`src/include/irq_pkg.sv`:
```
package irq_pkg;

   // bus geometry
   localparam int unsigned ADDR_W = 12;
   localparam int unsigned DATA_W = 32;
   localparam int unsigned NUM_SRC = 15;
   localparam int unsigned NUM_PINS = 32;

   // register indices; byte address is four times the index
   localparam logic [9:0] IDX_EXT_FLAGS = 10'h091;
   localparam logic [9:0] IDX_BASE_EN = 10'h0a8;
   localparam logic [9:0] IDX_BASE_PRIO = 10'h0b8;
   localparam logic [9:0] IDX_EXT_EN = 10'h0e8;
   localparam logic [9:0] IDX_EXT_PRIO = 10'h0f8;
   localparam logic [9:0] IDX_PIN_GROUP = 10'h100;
   localparam logic [9:0] IDX_PIN_RISE = 10'h101;
   localparam logic [9:0] IDX_PIN_FALL = 10'h102;
   localparam logic [9:0] IDX_PIN_FLAGS = 10'h103;
   localparam logic [9:0] IDX_PIN_WAKE = 10'h104;
   localparam logic [9:0] IDX_CORE_STAT = 10'h105;

   // reset values
   localparam logic [7:0] RST_REG8 = 8'h00;
   localparam logic [31:0] RST_REG32 = 32'h0000_0000;

   // field positions
   localparam int unsigned BIT_GLOBAL_EN = 7;
   localparam int unsigned BIT_I2C_FLAG = 0;
   localparam int unsigned BIT_BASE_UNUSED = 7;

   // bus answers
   localparam logic [1:0] RESP_OKAY = 2'h0;
   localparam logic [1:0] RESP_SLVERR = 2'h2;

   // request flags arriving from peripherals, all levels except i2c_master_set
   typedef struct packed {
      logic [3:0] rtc_timer_other;
      logic       rtc_quarter_second_event;
      logic       rtc_alarm_event;
      logic       rtc_second_event;
      logic [2:0] spi_slave_src;
      logic [2:0] pca_src;
      logic [1:0] adc_pwm_src;
      logic [4:0] comparator_can_src;
      logic [1:0] low_voltage_src;
      logic       i2c_master_set;
      logic       watchdog_flag;
      logic       uart2_flag;
      logic       timer2_flag;
      logic       uart0_flag;
      logic       timer1_flag;
      logic       timer0_flag;
   } irq_sources_s;

   // winner handed to the core vectoring logic
   typedef struct packed {
      logic       valid;
      logic       high;
      logic [3:0] index;
   } core_request_s;

endpackage

```
`src/rtl/extended_irq_ctrl.sv`:
```
// Contract
// - extended enable bits seven down to zero
// - low voltage bit2, i2c master bit0; the code places low voltage at bit1
// - priority bit one means high level
// - base priority bits six..zero, bit7 unused
// - extended priority mirrors extended enable layout
// - extended flag layout, bit four reserved
// - writes to peripheral line flags ignored
// - i2c master flag cleared only by software
// - line flags follow sources without storage
// - rtc line flag ORs all its sources
// - set source keeps line asserted after return
// - each pin selects group zero or one
// - per-pin rising, falling or both edges
// - same edge detection produces wake-up
// - high level first, then natural order
// - requests sampled on rising system clock
// - software writes only clear flags
// - global enable gates all peripheral interrupts
module extended_irq_ctrl
   import irq_pkg::*;
#(
   parameter int unsigned N_PINS = irq_pkg::NUM_PINS
) (
   input  wire logic                      aclk,
   input  wire logic                      aresetn,
   input  wire logic                      ce,
   input  wire logic [irq_pkg::ADDR_W-1:0] awaddr,
   input  wire logic [2:0]                awprot,
   input  wire logic                      awvalid,
   output logic                           awready,
   input  wire logic [irq_pkg::DATA_W-1:0] wdata,
   input  wire logic [3:0]                wstrb,
   input  wire logic                      wvalid,
   output logic                           wready,
   output logic [1:0]                     bresp,
   output logic                           bvalid,
   input  wire logic                      bready,
   input  wire logic [irq_pkg::ADDR_W-1:0] araddr,
   input  wire logic [2:0]                arprot,
   input  wire logic                      arvalid,
   output logic                           arready,
   output logic [irq_pkg::DATA_W-1:0]     rdata,
   output logic [1:0]                     rresp,
   output logic                           rvalid,
   input  wire logic                      rready,
   input  wire irq_pkg::irq_sources_s     sources,
   input  wire logic [N_PINS-1:0]         gpio_pins,
   output irq_pkg::core_request_s         core_request,
   output logic [irq_pkg::NUM_SRC-1:0]    line_requests,
   output logic                           pin_irq_group0,
   output logic                           pin_irq_group1,
   output logic                           wake_event
);
   import irq_pkg::*;

   // software-visible state, plus the previous pin levels
   logic [7:0]        base_enable_reg;
   logic [7:0]        base_priority_reg;
   logic [7:0]        extended_enable_reg;
   logic [7:0]        extended_priority_reg;
   logic              i2c_master_line_flag;
   logic [N_PINS-1:0] pin_function_config;
   logic [N_PINS-1:0] pin_rise_en;
   logic [N_PINS-1:0] pin_fall_en;
   logic [N_PINS-1:0] pin_wake_en;
   logic [N_PINS-1:0] pin_flags;
   logic [N_PINS-1:0] pin_prev;

   // bus holding registers
   logic              aw_full;
   logic              w_full;
   logic [ADDR_W-1:0] aw_addr_q;
   logic [DATA_W-1:0] w_data_q;
   logic [3:0]        w_strb_q;

   // derived
   logic              wr_go;
   logic [9:0]        wr_idx;
   logic [9:0]        rd_idx;
   logic              wr_lane0;
   logic [N_PINS-1:0] pin_event;
   logic [N_PINS-1:0] pin_clear;
   logic [N_PINS-1:0] wr_mask;
   logic [NUM_SRC-1:0] flags;
   logic [NUM_SRC-1:0] enables;
   logic [NUM_SRC-1:0] priorities;
   logic [NUM_SRC-1:0] active;
   logic [7:0]        extended_flag_reg;
   logic              rtc_timer_line_flag;
   logic              spi_slave_line_flag;
   logic              pca_line_flag;
   logic              adc_pwm_line_flag;
   logic              comparator_can_line_flag;
   logic              low_voltage_line_flag;
   logic              global_irq_enable;
   core_request_s     next_core_request;
   logic [DATA_W-1:0] next_rdata;
   logic [1:0]        next_rresp;

   // handshakes are combinational; ce low refuses new traffic
   assign awready = ce & ~aw_full;
   assign wready  = ce & ~w_full;
   assign arready = ce & ~rvalid;
   assign wr_go   = ce & aw_full & w_full & ~bvalid;
   assign wr_idx  = aw_addr_q[11:2];
   assign rd_idx  = araddr[11:2];
   assign wr_lane0 = w_strb_q[0];

   // byte-lane mask for the wide pin registers
   always_comb begin
      wr_mask = '0;
      for (int i = 0; i < N_PINS; i++) begin
         wr_mask[i] = w_strb_q[i / 8];
      end
   end

   // write address and data are captured independently, in either order
   always_ff @(posedge aclk) begin
      if (!aresetn) begin
         aw_full   <= 1'b0;
         aw_addr_q <= '0;
      end else if (ce) begin
         if (awvalid && !aw_full) begin
            aw_full   <= 1'b1;
            aw_addr_q <= awaddr;
         end else if (wr_go) begin
            aw_full <= 1'b0;
         end
      end
   end

   always_ff @(posedge aclk) begin
      if (!aresetn) begin
         w_full   <= 1'b0;
         w_data_q <= '0;
         w_strb_q <= '0;
      end else if (ce) begin
         if (wvalid && !w_full) begin
            w_full   <= 1'b1;
            w_data_q <= wdata;
            w_strb_q <= wstrb;
         end else if (wr_go) begin
            w_full <= 1'b0;
         end
      end
   end

   // write response one cycle after both halves are held
   always_ff @(posedge aclk) begin
      if (!aresetn) begin
         bvalid <= 1'b0;
         bresp  <= RESP_OKAY;
      end else if (ce) begin
         if (wr_go) begin
            bvalid <= 1'b1;
            unique case (wr_idx)
               IDX_EXT_FLAGS, IDX_BASE_EN, IDX_BASE_PRIO, IDX_EXT_EN, IDX_EXT_PRIO,
               IDX_PIN_GROUP, IDX_PIN_RISE, IDX_PIN_FALL, IDX_PIN_FLAGS, IDX_PIN_WAKE,
               IDX_CORE_STAT: bresp <= RESP_OKAY;
               default:       bresp <= RESP_SLVERR;
            endcase
         end else if (bvalid && bready) begin
            bvalid <= 1'b0;
         end
      end
   end

   // 8-bit control registers, written through byte lane 0
   always_ff @(posedge aclk) begin
      if (!aresetn) begin
         base_enable_reg       <= RST_REG8;
         base_priority_reg     <= RST_REG8;
         extended_enable_reg   <= RST_REG8;
         extended_priority_reg <= RST_REG8;
      end else if (wr_go && wr_lane0) begin
         if (wr_idx == IDX_BASE_EN) begin
            base_enable_reg <= w_data_q[7:0];
         end
         if (wr_idx == IDX_BASE_PRIO) begin
            base_priority_reg <= {1'b0, w_data_q[6:0]};
         end
         if (wr_idx == IDX_EXT_EN) begin
            extended_enable_reg <= w_data_q[7:0];
         end
         if (wr_idx == IDX_EXT_PRIO) begin
            extended_priority_reg <= w_data_q[7:0];
         end
      end
   end

   // i2c master flag: hardware sets, software writes 0 to clear; set wins
   always_ff @(posedge aclk) begin
      if (!aresetn) begin
         i2c_master_line_flag <= 1'b0;
      end else if (ce) begin
         if (sources.i2c_master_set) begin
            i2c_master_line_flag <= 1'b1;
         end else if (wr_go && wr_lane0 && wr_idx == IDX_EXT_FLAGS && !w_data_q[BIT_I2C_FLAG]) begin
            i2c_master_line_flag <= 1'b0;
         end
      end
   end

   // pin configuration registers
   always_ff @(posedge aclk) begin
      if (!aresetn) begin
         pin_function_config <= N_PINS'(RST_REG32);
         pin_rise_en         <= N_PINS'(RST_REG32);
         pin_fall_en         <= N_PINS'(RST_REG32);
         pin_wake_en         <= N_PINS'(RST_REG32);
      end else if (wr_go) begin
         if (wr_idx == IDX_PIN_GROUP) begin
            pin_function_config <= (pin_function_config & ~wr_mask) | (w_data_q[N_PINS-1:0] & wr_mask);
         end
         if (wr_idx == IDX_PIN_RISE) begin
            pin_rise_en <= (pin_rise_en & ~wr_mask) | (w_data_q[N_PINS-1:0] & wr_mask);
         end
         if (wr_idx == IDX_PIN_FALL) begin
            pin_fall_en <= (pin_fall_en & ~wr_mask) | (w_data_q[N_PINS-1:0] & wr_mask);
         end
         if (wr_idx == IDX_PIN_WAKE) begin
            pin_wake_en <= (pin_wake_en & ~wr_mask) | (w_data_q[N_PINS-1:0] & wr_mask);
         end
      end
   end

   // pin write-one-to-clear strobes
   assign pin_clear = (wr_go && wr_idx == IDX_PIN_FLAGS) ? (w_data_q[N_PINS-1:0] & wr_mask) : '0;

   // per-pin edge detectors; a fresh edge beats a clear in the same cycle
   genvar gp;
   generate
      for (gp = 0; gp < N_PINS; gp++) begin : g_pin
         assign pin_event[gp] = (pin_rise_en[gp] & gpio_pins[gp] & ~pin_prev[gp])
                              | (pin_fall_en[gp] & ~gpio_pins[gp] & pin_prev[gp]);

         always_ff @(posedge aclk) begin
            if (!aresetn) begin
               pin_flags[gp] <= 1'b0;
            end else if (ce) begin
               if (pin_event[gp]) begin
                  pin_flags[gp] <= 1'b1;
               end else if (pin_clear[gp]) begin
                  pin_flags[gp] <= 1'b0;
               end
            end
         end
      end
   endgenerate

   // previous pin level; pins are synchronous to aclk already
   always_ff @(posedge aclk) begin
      if (!aresetn) begin
         pin_prev <= '0;
      end else if (ce) begin
         pin_prev <= gpio_pins;
      end
   end

   // wake pulse reuses the interrupt edge detection, so it needs no enables of the core
   always_ff @(posedge aclk) begin
      if (!aresetn) begin
         wake_event <= 1'b0;
      end else if (ce) begin
         wake_event <= |(pin_event & pin_wake_en);
      end
   end

   // pin groups gather flags per their configured group
   assign pin_irq_group0 = |(pin_flags & ~pin_function_config);
   assign pin_irq_group1 = |(pin_flags & pin_function_config);

   // line flags are plain ORs of live peripheral flags, so a source left set keeps the line up
   assign rtc_timer_line_flag = sources.rtc_second_event | sources.rtc_alarm_event
                              | sources.rtc_quarter_second_event | (|sources.rtc_timer_other);
   assign spi_slave_line_flag      = |sources.spi_slave_src;
   assign pca_line_flag            = |sources.pca_src;
   assign adc_pwm_line_flag        = |sources.adc_pwm_src;
   assign comparator_can_line_flag = |sources.comparator_can_src;
   assign low_voltage_line_flag    = |sources.low_voltage_src;

   // readback view; bit 4 reserved reads zero
   assign extended_flag_reg = {rtc_timer_line_flag, spi_slave_line_flag, pca_line_flag, 1'b0,
                               adc_pwm_line_flag, comparator_can_line_flag, low_voltage_line_flag,
                               i2c_master_line_flag};

   // natural order: index 0 is pin group 0, index 14 the rtc/timer line
   assign flags = {rtc_timer_line_flag, spi_slave_line_flag, pca_line_flag, sources.watchdog_flag,
                   adc_pwm_line_flag, comparator_can_line_flag, low_voltage_line_flag,
                   i2c_master_line_flag, sources.uart2_flag, sources.timer2_flag, sources.uart0_flag,
                   sources.timer1_flag, pin_irq_group1, sources.timer0_flag, pin_irq_group0};
   assign enables    = {extended_enable_reg, base_enable_reg[6:0]};
   assign priorities = {extended_priority_reg, base_priority_reg[6:0]};
   assign global_irq_enable = base_enable_reg[BIT_GLOBAL_EN];
   assign active = flags & enables & {NUM_SRC{global_irq_enable}};

   // arbitration: any high level wins, ties go to the lowest index
   always_comb begin
      next_core_request = '0;
      for (int i = NUM_SRC - 1; i >= 0; i--) begin
         if (active[i] && !priorities[i] && !next_core_request.high) begin
            next_core_request.valid = 1'b1;
            next_core_request.index = 4'(i);
         end
      end
      for (int i = NUM_SRC - 1; i >= 0; i--) begin
         if (active[i] && priorities[i]) begin
            next_core_request.valid = 1'b1;
            next_core_request.high  = 1'b1;
            next_core_request.index = 4'(i);
         end
      end
   end

   // requests re-evaluated every edge, so a flag still set reasserts after return
   always_ff @(posedge aclk) begin
      if (!aresetn) begin
         core_request  <= '0;
         line_requests <= '0;
      end else if (ce) begin
         core_request  <= next_core_request;
         line_requests <= active;
      end
   end

   // read decode; writes to the peripheral line flags were dropped above
   always_comb begin
      next_rdata = '0;
      next_rresp = RESP_OKAY;
      unique case (rd_idx)
         IDX_EXT_FLAGS: next_rdata[7:0] = extended_flag_reg;
         IDX_BASE_EN:   next_rdata[7:0] = base_enable_reg;
         IDX_BASE_PRIO: next_rdata[7:0] = base_priority_reg;
         IDX_EXT_EN:    next_rdata[7:0] = extended_enable_reg;
         IDX_EXT_PRIO:  next_rdata[7:0] = extended_priority_reg;
         IDX_PIN_GROUP: next_rdata[N_PINS-1:0] = pin_function_config;
         IDX_PIN_RISE:  next_rdata[N_PINS-1:0] = pin_rise_en;
         IDX_PIN_FALL:  next_rdata[N_PINS-1:0] = pin_fall_en;
         IDX_PIN_FLAGS: next_rdata[N_PINS-1:0] = pin_flags;
         IDX_PIN_WAKE:  next_rdata[N_PINS-1:0] = pin_wake_en;
         IDX_CORE_STAT: next_rdata[NUM_SRC+5:0] = {line_requests, core_request};
         default:       next_rresp = RESP_SLVERR;
      endcase
   end

   // read data registered; answer one cycle after the address is taken
   always_ff @(posedge aclk) begin
      if (!aresetn) begin
         rvalid <= 1'b0;
         rdata  <= '0;
         rresp  <= RESP_OKAY;
      end else if (ce) begin
         if (arvalid && !rvalid) begin
            rvalid <= 1'b1;
            rdata  <= next_rdata;
            rresp  <= next_rresp;
         end else if (rvalid && rready) begin
            rvalid <= 1'b0;
         end
      end
   end

endmodule

```
`config.mk`:
```
export PLATFORM = sky130hd
export DESIGN_NAME = extended_irq_ctrl
export DESIGN_NICKNAME = d
export VERILOG_FILES = /design/src/include/irq_pkg.sv /design/src/rtl/extended_irq_ctrl.sv
export SDC_FILE = /design/constraint.sdc
export NUM_CORES = 1
export LEC_CHECK = 0
export ABC_AREA = 1
export BUFFER_PORTS_ARGS = -buffer_cell sky130_fd_sc_hd__clkbuf_2
export CAP_MARGIN = 20
export CORE_MARGIN = 5
export CORE_UTILIZATION = 45
export DETAILED_ROUTE_END_ITERATION = 6
export GPL_ROUTABILITY_DRIVEN = 1
export GPL_TIMING_DRIVEN = 0
export HOLD_SLACK_MARGIN = 0.1
export SETUP_SLACK_MARGIN = 0.4
export SLEW_MARGIN = 20
export SYNTH_ARGS = -nofsm -noshare
export SYNTH_HDL_FRONTEND = slang
export SYNTH_SLANG_ARGS = --single-unit
```
`constraint.sdc`:
```
create_clock -name aclk -period 2 [get_ports aclk]
set_input_delay 0.2 -clock aclk [delete_from_list [all_inputs] [get_ports aclk]]
set_output_delay 0.2 -clock aclk [all_outputs]
set_load 0.01 [all_outputs]
```
After elaboration in Yosys (flattened, before gate mapping)
Index checks and enable logic that the tools add are counted.
{"block": "op_classes", "n_lt_le_gt_ge": 0, "shift": 0, "div_mod_pow": 0, "mul": 0, "n_reduce_logical": 155, "mux": 124, "n_eq_ne": 22, "bitwise": 253, "n_addsub": 0}
{"op": "$and A32 B32 Y32", "n": 8}
{"op": "$and A1 B1 Y1", "n": 134}
{"op": "$or A32 B32 Y32", "n": 4}
{"op": "$eq A10 B9 Y1 const B", "n": 12}
{"op": "$eq A10 B8 Y1 const B", "n": 10}
{"op": "$reduce_and A2 Y1", "n": 49}
{"op": "$reduce_or A32 Y1", "n": 3}
{"op": "$mux W6", "n": 15}
{"op": "$mux W1", "n": 88}
{"op": "$pmux W8 S11", "n": 1}
{"op": "$pmux W13 S6", "n": 1}
{"op": "$reduce_bool A2 Y1", "n": 37}
{"op": "$not A1 Y1", "n": 68}
{"op": "$not A32 Y32", "n": 2}
{"op": "$mux W4", "n": 15}
{"op": "$pmux W11 S5", "n": 1}
{"op": "$logic_and A1 B1 Y1", "n": 39}
{"op": "$or A1 B1 Y1", "n": 35}
{"op": "$mux W32", "n": 1}
{"op": "$and A15 B15 Y15", "n": 2}
{"op": "$reduce_or A11 Y1", "n": 2}
{"op": "$logic_not A1 Y1", "n": 19}
{"op": "$reduce_or A3 Y1", "n": 2}
{"op": "$reduce_or A5 Y1", "n": 1}
{"op": "3 further kinds", "n": 5}
{"block": "totals", "ram_bits": 0, "mem_count": 0, "latchBits": 0, "inputBits": 135, "word_cells": 611, "romBits": 0, "output_inout_bits": 65, "ff_bits": 334}

Logic depth before layout (Yosys ltp)
{"block": "depth", "depth_word": 36, "depth_mapped": 29}

Least setup slack after synthesis
No wires, ideal clock.
{"block": "synth_path", "path_kind": "flip-flop to flip-flop", "start": "register with a tool-made name", "end": "register core_request[0] in the netlist's numbering", "period_less_slack_ns": 1.830, "path_stages_with_launch": 27, "slack_ns": 0.170, "t_arrival_ns": 1.760, "path_buffers": 0, "setup_ns": 0.070, "path_cell_list": "dfxtp_1 > inv_1 > nand2_1 > o21ai_1 > nor2_1 > nand2_1 > nor2_1 > nand2_1 > nand2_1 > inv_1 > nand2_2 > nand2_1 > nor2_1 > nand2_1 > nand2_1 > nand2_1 > nand2_1 > nand2_1 > nand2_1 > nand2_1 > nand2_1 > nand2_1 > nand2_1 > nand2_1 > nand2_1 > nand2_1 > a21oi_1"}
{"item": "to (signal assigned)", "line": "extended_irq_ctrl.sv:322", "text": "core_request <= next_core_request;"}
{"item": "to (decl)", "line": "extended_irq_ctrl.sv:49", "text": "output irq_pkg::core_request_s core_request,"}

Final worst setup path
{"block": "layout_path", "start": "register pin_flags[19]", "end": "register line_requests[0] in the netlist's numbering"}
{"block": "layout_between", "elab_chain_cells": 4}
{"item": "from (decl)", "line": "extended_irq_ctrl.sv:67", "text": "logic [N_PINS-1:0] pin_flags;"}
{"item": "from (signal, indexed assignment)", "line": "extended_irq_ctrl.sv:240", "text": "pin_flags[gp] <= 1'b0;"}
{"item": "from (signal, indexed assignment)", "line": "extended_irq_ctrl.sv:243", "text": "pin_flags[gp] <= 1'b1;"}
{"item": "from (signal, indexed assignment)", "line": "extended_irq_ctrl.sv:245", "text": "pin_flags[gp] <= 1'b0;"}
{"item": "$and A32 B32 Y32", "line": "extended_irq_ctrl.sv:271", "text": "assign pin_irq_group0 = |(pin_flags & ~pin_function_config);"}
{"item": "$reduce_or A32 Y1", "line": "extended_irq_ctrl.sv:271"}
{"item": "$and A15 B15 Y15 (2 in a row)", "line": "extended_irq_ctrl.sv:296", "text": "assign active = flags & enables & {NUM_SRC{global_irq_enable}};"}
{"item": "to (signal assigned)", "line": "extended_irq_ctrl.sv:323", "text": "line_requests <= active;"}
{"item": "to (decl)", "line": "extended_irq_ctrl.sv:50", "text": "output logic [irq_pkg::NUM_SRC-1:0] line_requests,"}
No other way between the ends.
A chain may end at the register's enable or synchronous reset.

==> metrics.md <==
| Metric | Value |
|---|---|
| Kind of critical path | `reg2reg` |
| Crit Path Max Fanout | `3` |
| Setup violators final | `30` |
| Mean Syn Cell Area | `approximately 7 um^2` |
| Count of cell types in the netlist | `44` |
| RSZ-0062 raised after global routing | `true` |
| R2r setup slk | `-330 ps` |
| Number of port buffers | `approximately 190` |
| Final Cycle Share | `117%` |
| Sw power | `about 0.0043 W` |
| Final Hold Vio Count | `0` |
| Clock slew at reported path FFs | `about 60 ps` |
| Hold Crit Class | `in2reg` |
| Leakage | `a little over 9 nW` |
| Fin worst setup slack | `-332 ps` |
| Mapped cell area | `~15000 um^2` |
| GRT busiest layer | `met2` |
| Area growth from synthesis to layout | `56.7%` |
| CTS Buffer Depth | `3` |
| Number of global-route vias before repair | `17.1k` |
| Chip Height | `between 150 and 200 um` |
| Via/cell ratio | `6.05` |
| Latest clock arrival within the worst-skew pair | `~540 ps` |
| Synth async-reset ratio | `0%` |
| Ys Warns | `0` |
| CTS Buf Count | `38` |
| Met1 Use GR | `about half` |
| Clock H-tree levels | `2` |
| Max Slew Vio Count | `0` |
| Max-slew headroom | `a little over a quarter` |
| Final design utilization | `71.9%` |
| Worst-Margin Slew | `1100 ps` |
| Nets@finish | `2689` |
| Synth top area cells | `dfxtp_1, o21ai_0, a21oi_1, inv_1, nand2_1` |
| Clock Power Share | `about 47%` |
| Routed Antenna Nets | `0` |
| DP HPWL | `roughly 51000 um` |
| Clock Skew | `19.9 ps` |
| Layout Cell Area excl Fill | `approximately 24000 um^2` |
| CTS tree | `yes` |
| Via count | `~18k` |
| CP Capture Type | `flip-flop` |
| Met3 global-route usage | `under 10%` |
| Comb pwr share | `about a tenth` |
| Synthesized flop and latch total | `330` |
| Global route overflow | `0` |
| Sw frac | `about a quarter` |
| # IOs | `200` |
| Count leader, synth | `dfxtp_1` |
| Max IR drop VDD | `between 500 and 600 uV` |
| Initial Utilization | `between 40% and 50%` |
| Fillers | `between 2k and 3k` |
| Startpoint Class | `flip-flop` |
| Failing checks | `setup timing` |
| Post-DP Area | `around 17000 um^2` |
| Maximum capacitance violations | `0` |
| Die width | `around 190 um` |
| Initial antenna violation count | `2` |
| Final Wtd Congestion | `about 1.0` |
| Top FF cell, synth | `dfxtp_1` |
| Clock sinks | `between 300 and 400` |
| Core area | `roughly 33000 um^2` |
| Cell-internal power | `between 0.01 and 0.015 W` |
| Layout cell share with drive strength beyond 1 | `between 30% and 40%` |
| Fin crit period | `around 2300 ps` |
| Crit path arrival time | `2790 ps` |
| EDFF count, synth | `0` |
| Clk root buf | `clkbuf_16` |
| Place WS | `-1010 ps` |
| Sequential Power Share | `43.5%` |
| GRT met2 Usage | `58.8%` |
| Largest net degree at the start of global routing | `14` |
| Initial drt markers | `about 2.2k` |
| First-pass GRT wire length | `~110000 um` |
| Critical Path RT | `around 2500 ps` |
| Total Routing Usage GR | `between 30 and 40%` |
| First-pass DRT Iterations | `6` |
| F_max | `between 400 and 500 MHz` |
| Dominant cell type by area after synthesis | `dfxtp_1` |
| Synth cell count leaders | `dfxtp_1, inv_1, nand2_1` |
| Outcome | `finished, violations left` |
| Yosys top cell area share | `between 40 and 50%` |
| PwrDens | `between 600 and 700 nW/um^2` |
| Synth Instances | `2084` |
| DRC viols | `0` |
| Fraction of the yosys area taken by sequential cells | `about 44%` |
| WL final | `75000 um` |
| Cell Rows | `66` |
| DR WL/cell | `24.8 um` |
| Die footprint | `around 37000 um^2` |
layer usage:
metal | share of wire [%] | vias to the layer above
li1 | - | 8075
met4 | 5.7 | 0
met3 | 12 | 282
met1 | 39 | 8698
met5 | 0 | -
met2 | 43 | 1233
power groups by stage:
stage	clock, W	sequential, W	combinational, W
2_1_floorplan	0	0.00702	0.000569
3_3_place_gp	0	0.00705	0.00114
3_5_place_dp	0	0.00706	0.00115
4_1_cts	0.00748	0.00696	0.00142
5_1_grt	0.00777	0.00700	0.00168
6_report	0.00750	0.00699	0.00160
cell type report:
class	instances	area, um^2	area share [%]
diodes	1	2.50	0.0106
repair buffers	429	3600	15.3
clock inverters	15	225	0.958
plain buffers	101	801	3.41
inverters	303	1220	5.20
well taps	442	553	2.35
flip-flops and latches	330	6670	28.3
clock buffers	53	1110	4.71
multi-input cells	1351	9340	39.7
final timing paths:
path,start,endpoint,depth (start not counted)
min reg2reg,pin_flags[16],pin_flags[16],2
max reg2reg,pin_flags[19],line_requests[0],17
max,pin_flags[19],line_requests[0],17
min,gpio_pins[16],pin_flags[16],5
metrics by stage:
stage	total power [W]	instances	setup TNS, ps	hold WS (ps)
6_report	0.0161	3025	-2170	100
5_1_grt	0.0165	3024	-5310	126
4_1_cts	0.0159	2968	-856	111
3_5_place_dp	0.00821	2712	-46010	458
3_3_place_gp	0.00819	2712	-42950	453
2_1_floorplan	0.00759	2085	0	335
worst max-delay path: stages, from the launching register on:
cell and delay [ps]:
dfxtp_1 390, inv_1 90, o22ai_1 130, nor2_1 90
nand2_1 120, nor2_4 50, nand2_2 100, nand2_2 80
buf_4 130, buf_4 120, buf_4 120, buf_4 120
buf_4 120, buf_4 120, buf_4 120, buf_4 120
buf_4 120, a21oi_2 100
cell families after synthesis:
family | share of synthesized area [%]
compound gates | 27.9
simple gates | 17.7
buf+inv | 10.4
flops | 44.0
other cells | 0.0250
placed cells by master, fill, tap and decap left out, drive strengths merged, types with 4 or more instances in the layout:
cell type and instances:
nand3 91, a211oi 87, o2111ai 4, a21oi 235
clkinvlp 5, inv 294, clkinv 14, a2111oi 11
bufinv 5, nand4 11, dfxtp 330, buf 183
o21ai 242, o211ai 18, clkbuf 313, nor3 22
o221ai 8, o31ai 19, nor2 227, a221oi 15
nand2 258, o22ai 74, dlygate4sd3 87, nor4 14
what timing repair did:
| item | in CTS | in global routing |
|---|---|---|
| pin swaps | 88 | 119 |
| gates cloned | 14 | 4 |
| endpoints found under the hold margin | 104 | 5 |
| setup buffers | 87 | 52 |
| resized for setup | 529 | 394 |
| hold buffers | 87 | 3 |
| endpoints found under the setup margin | 269 | 295 |
Note: power is estimated with default switching activity, not from simulation.
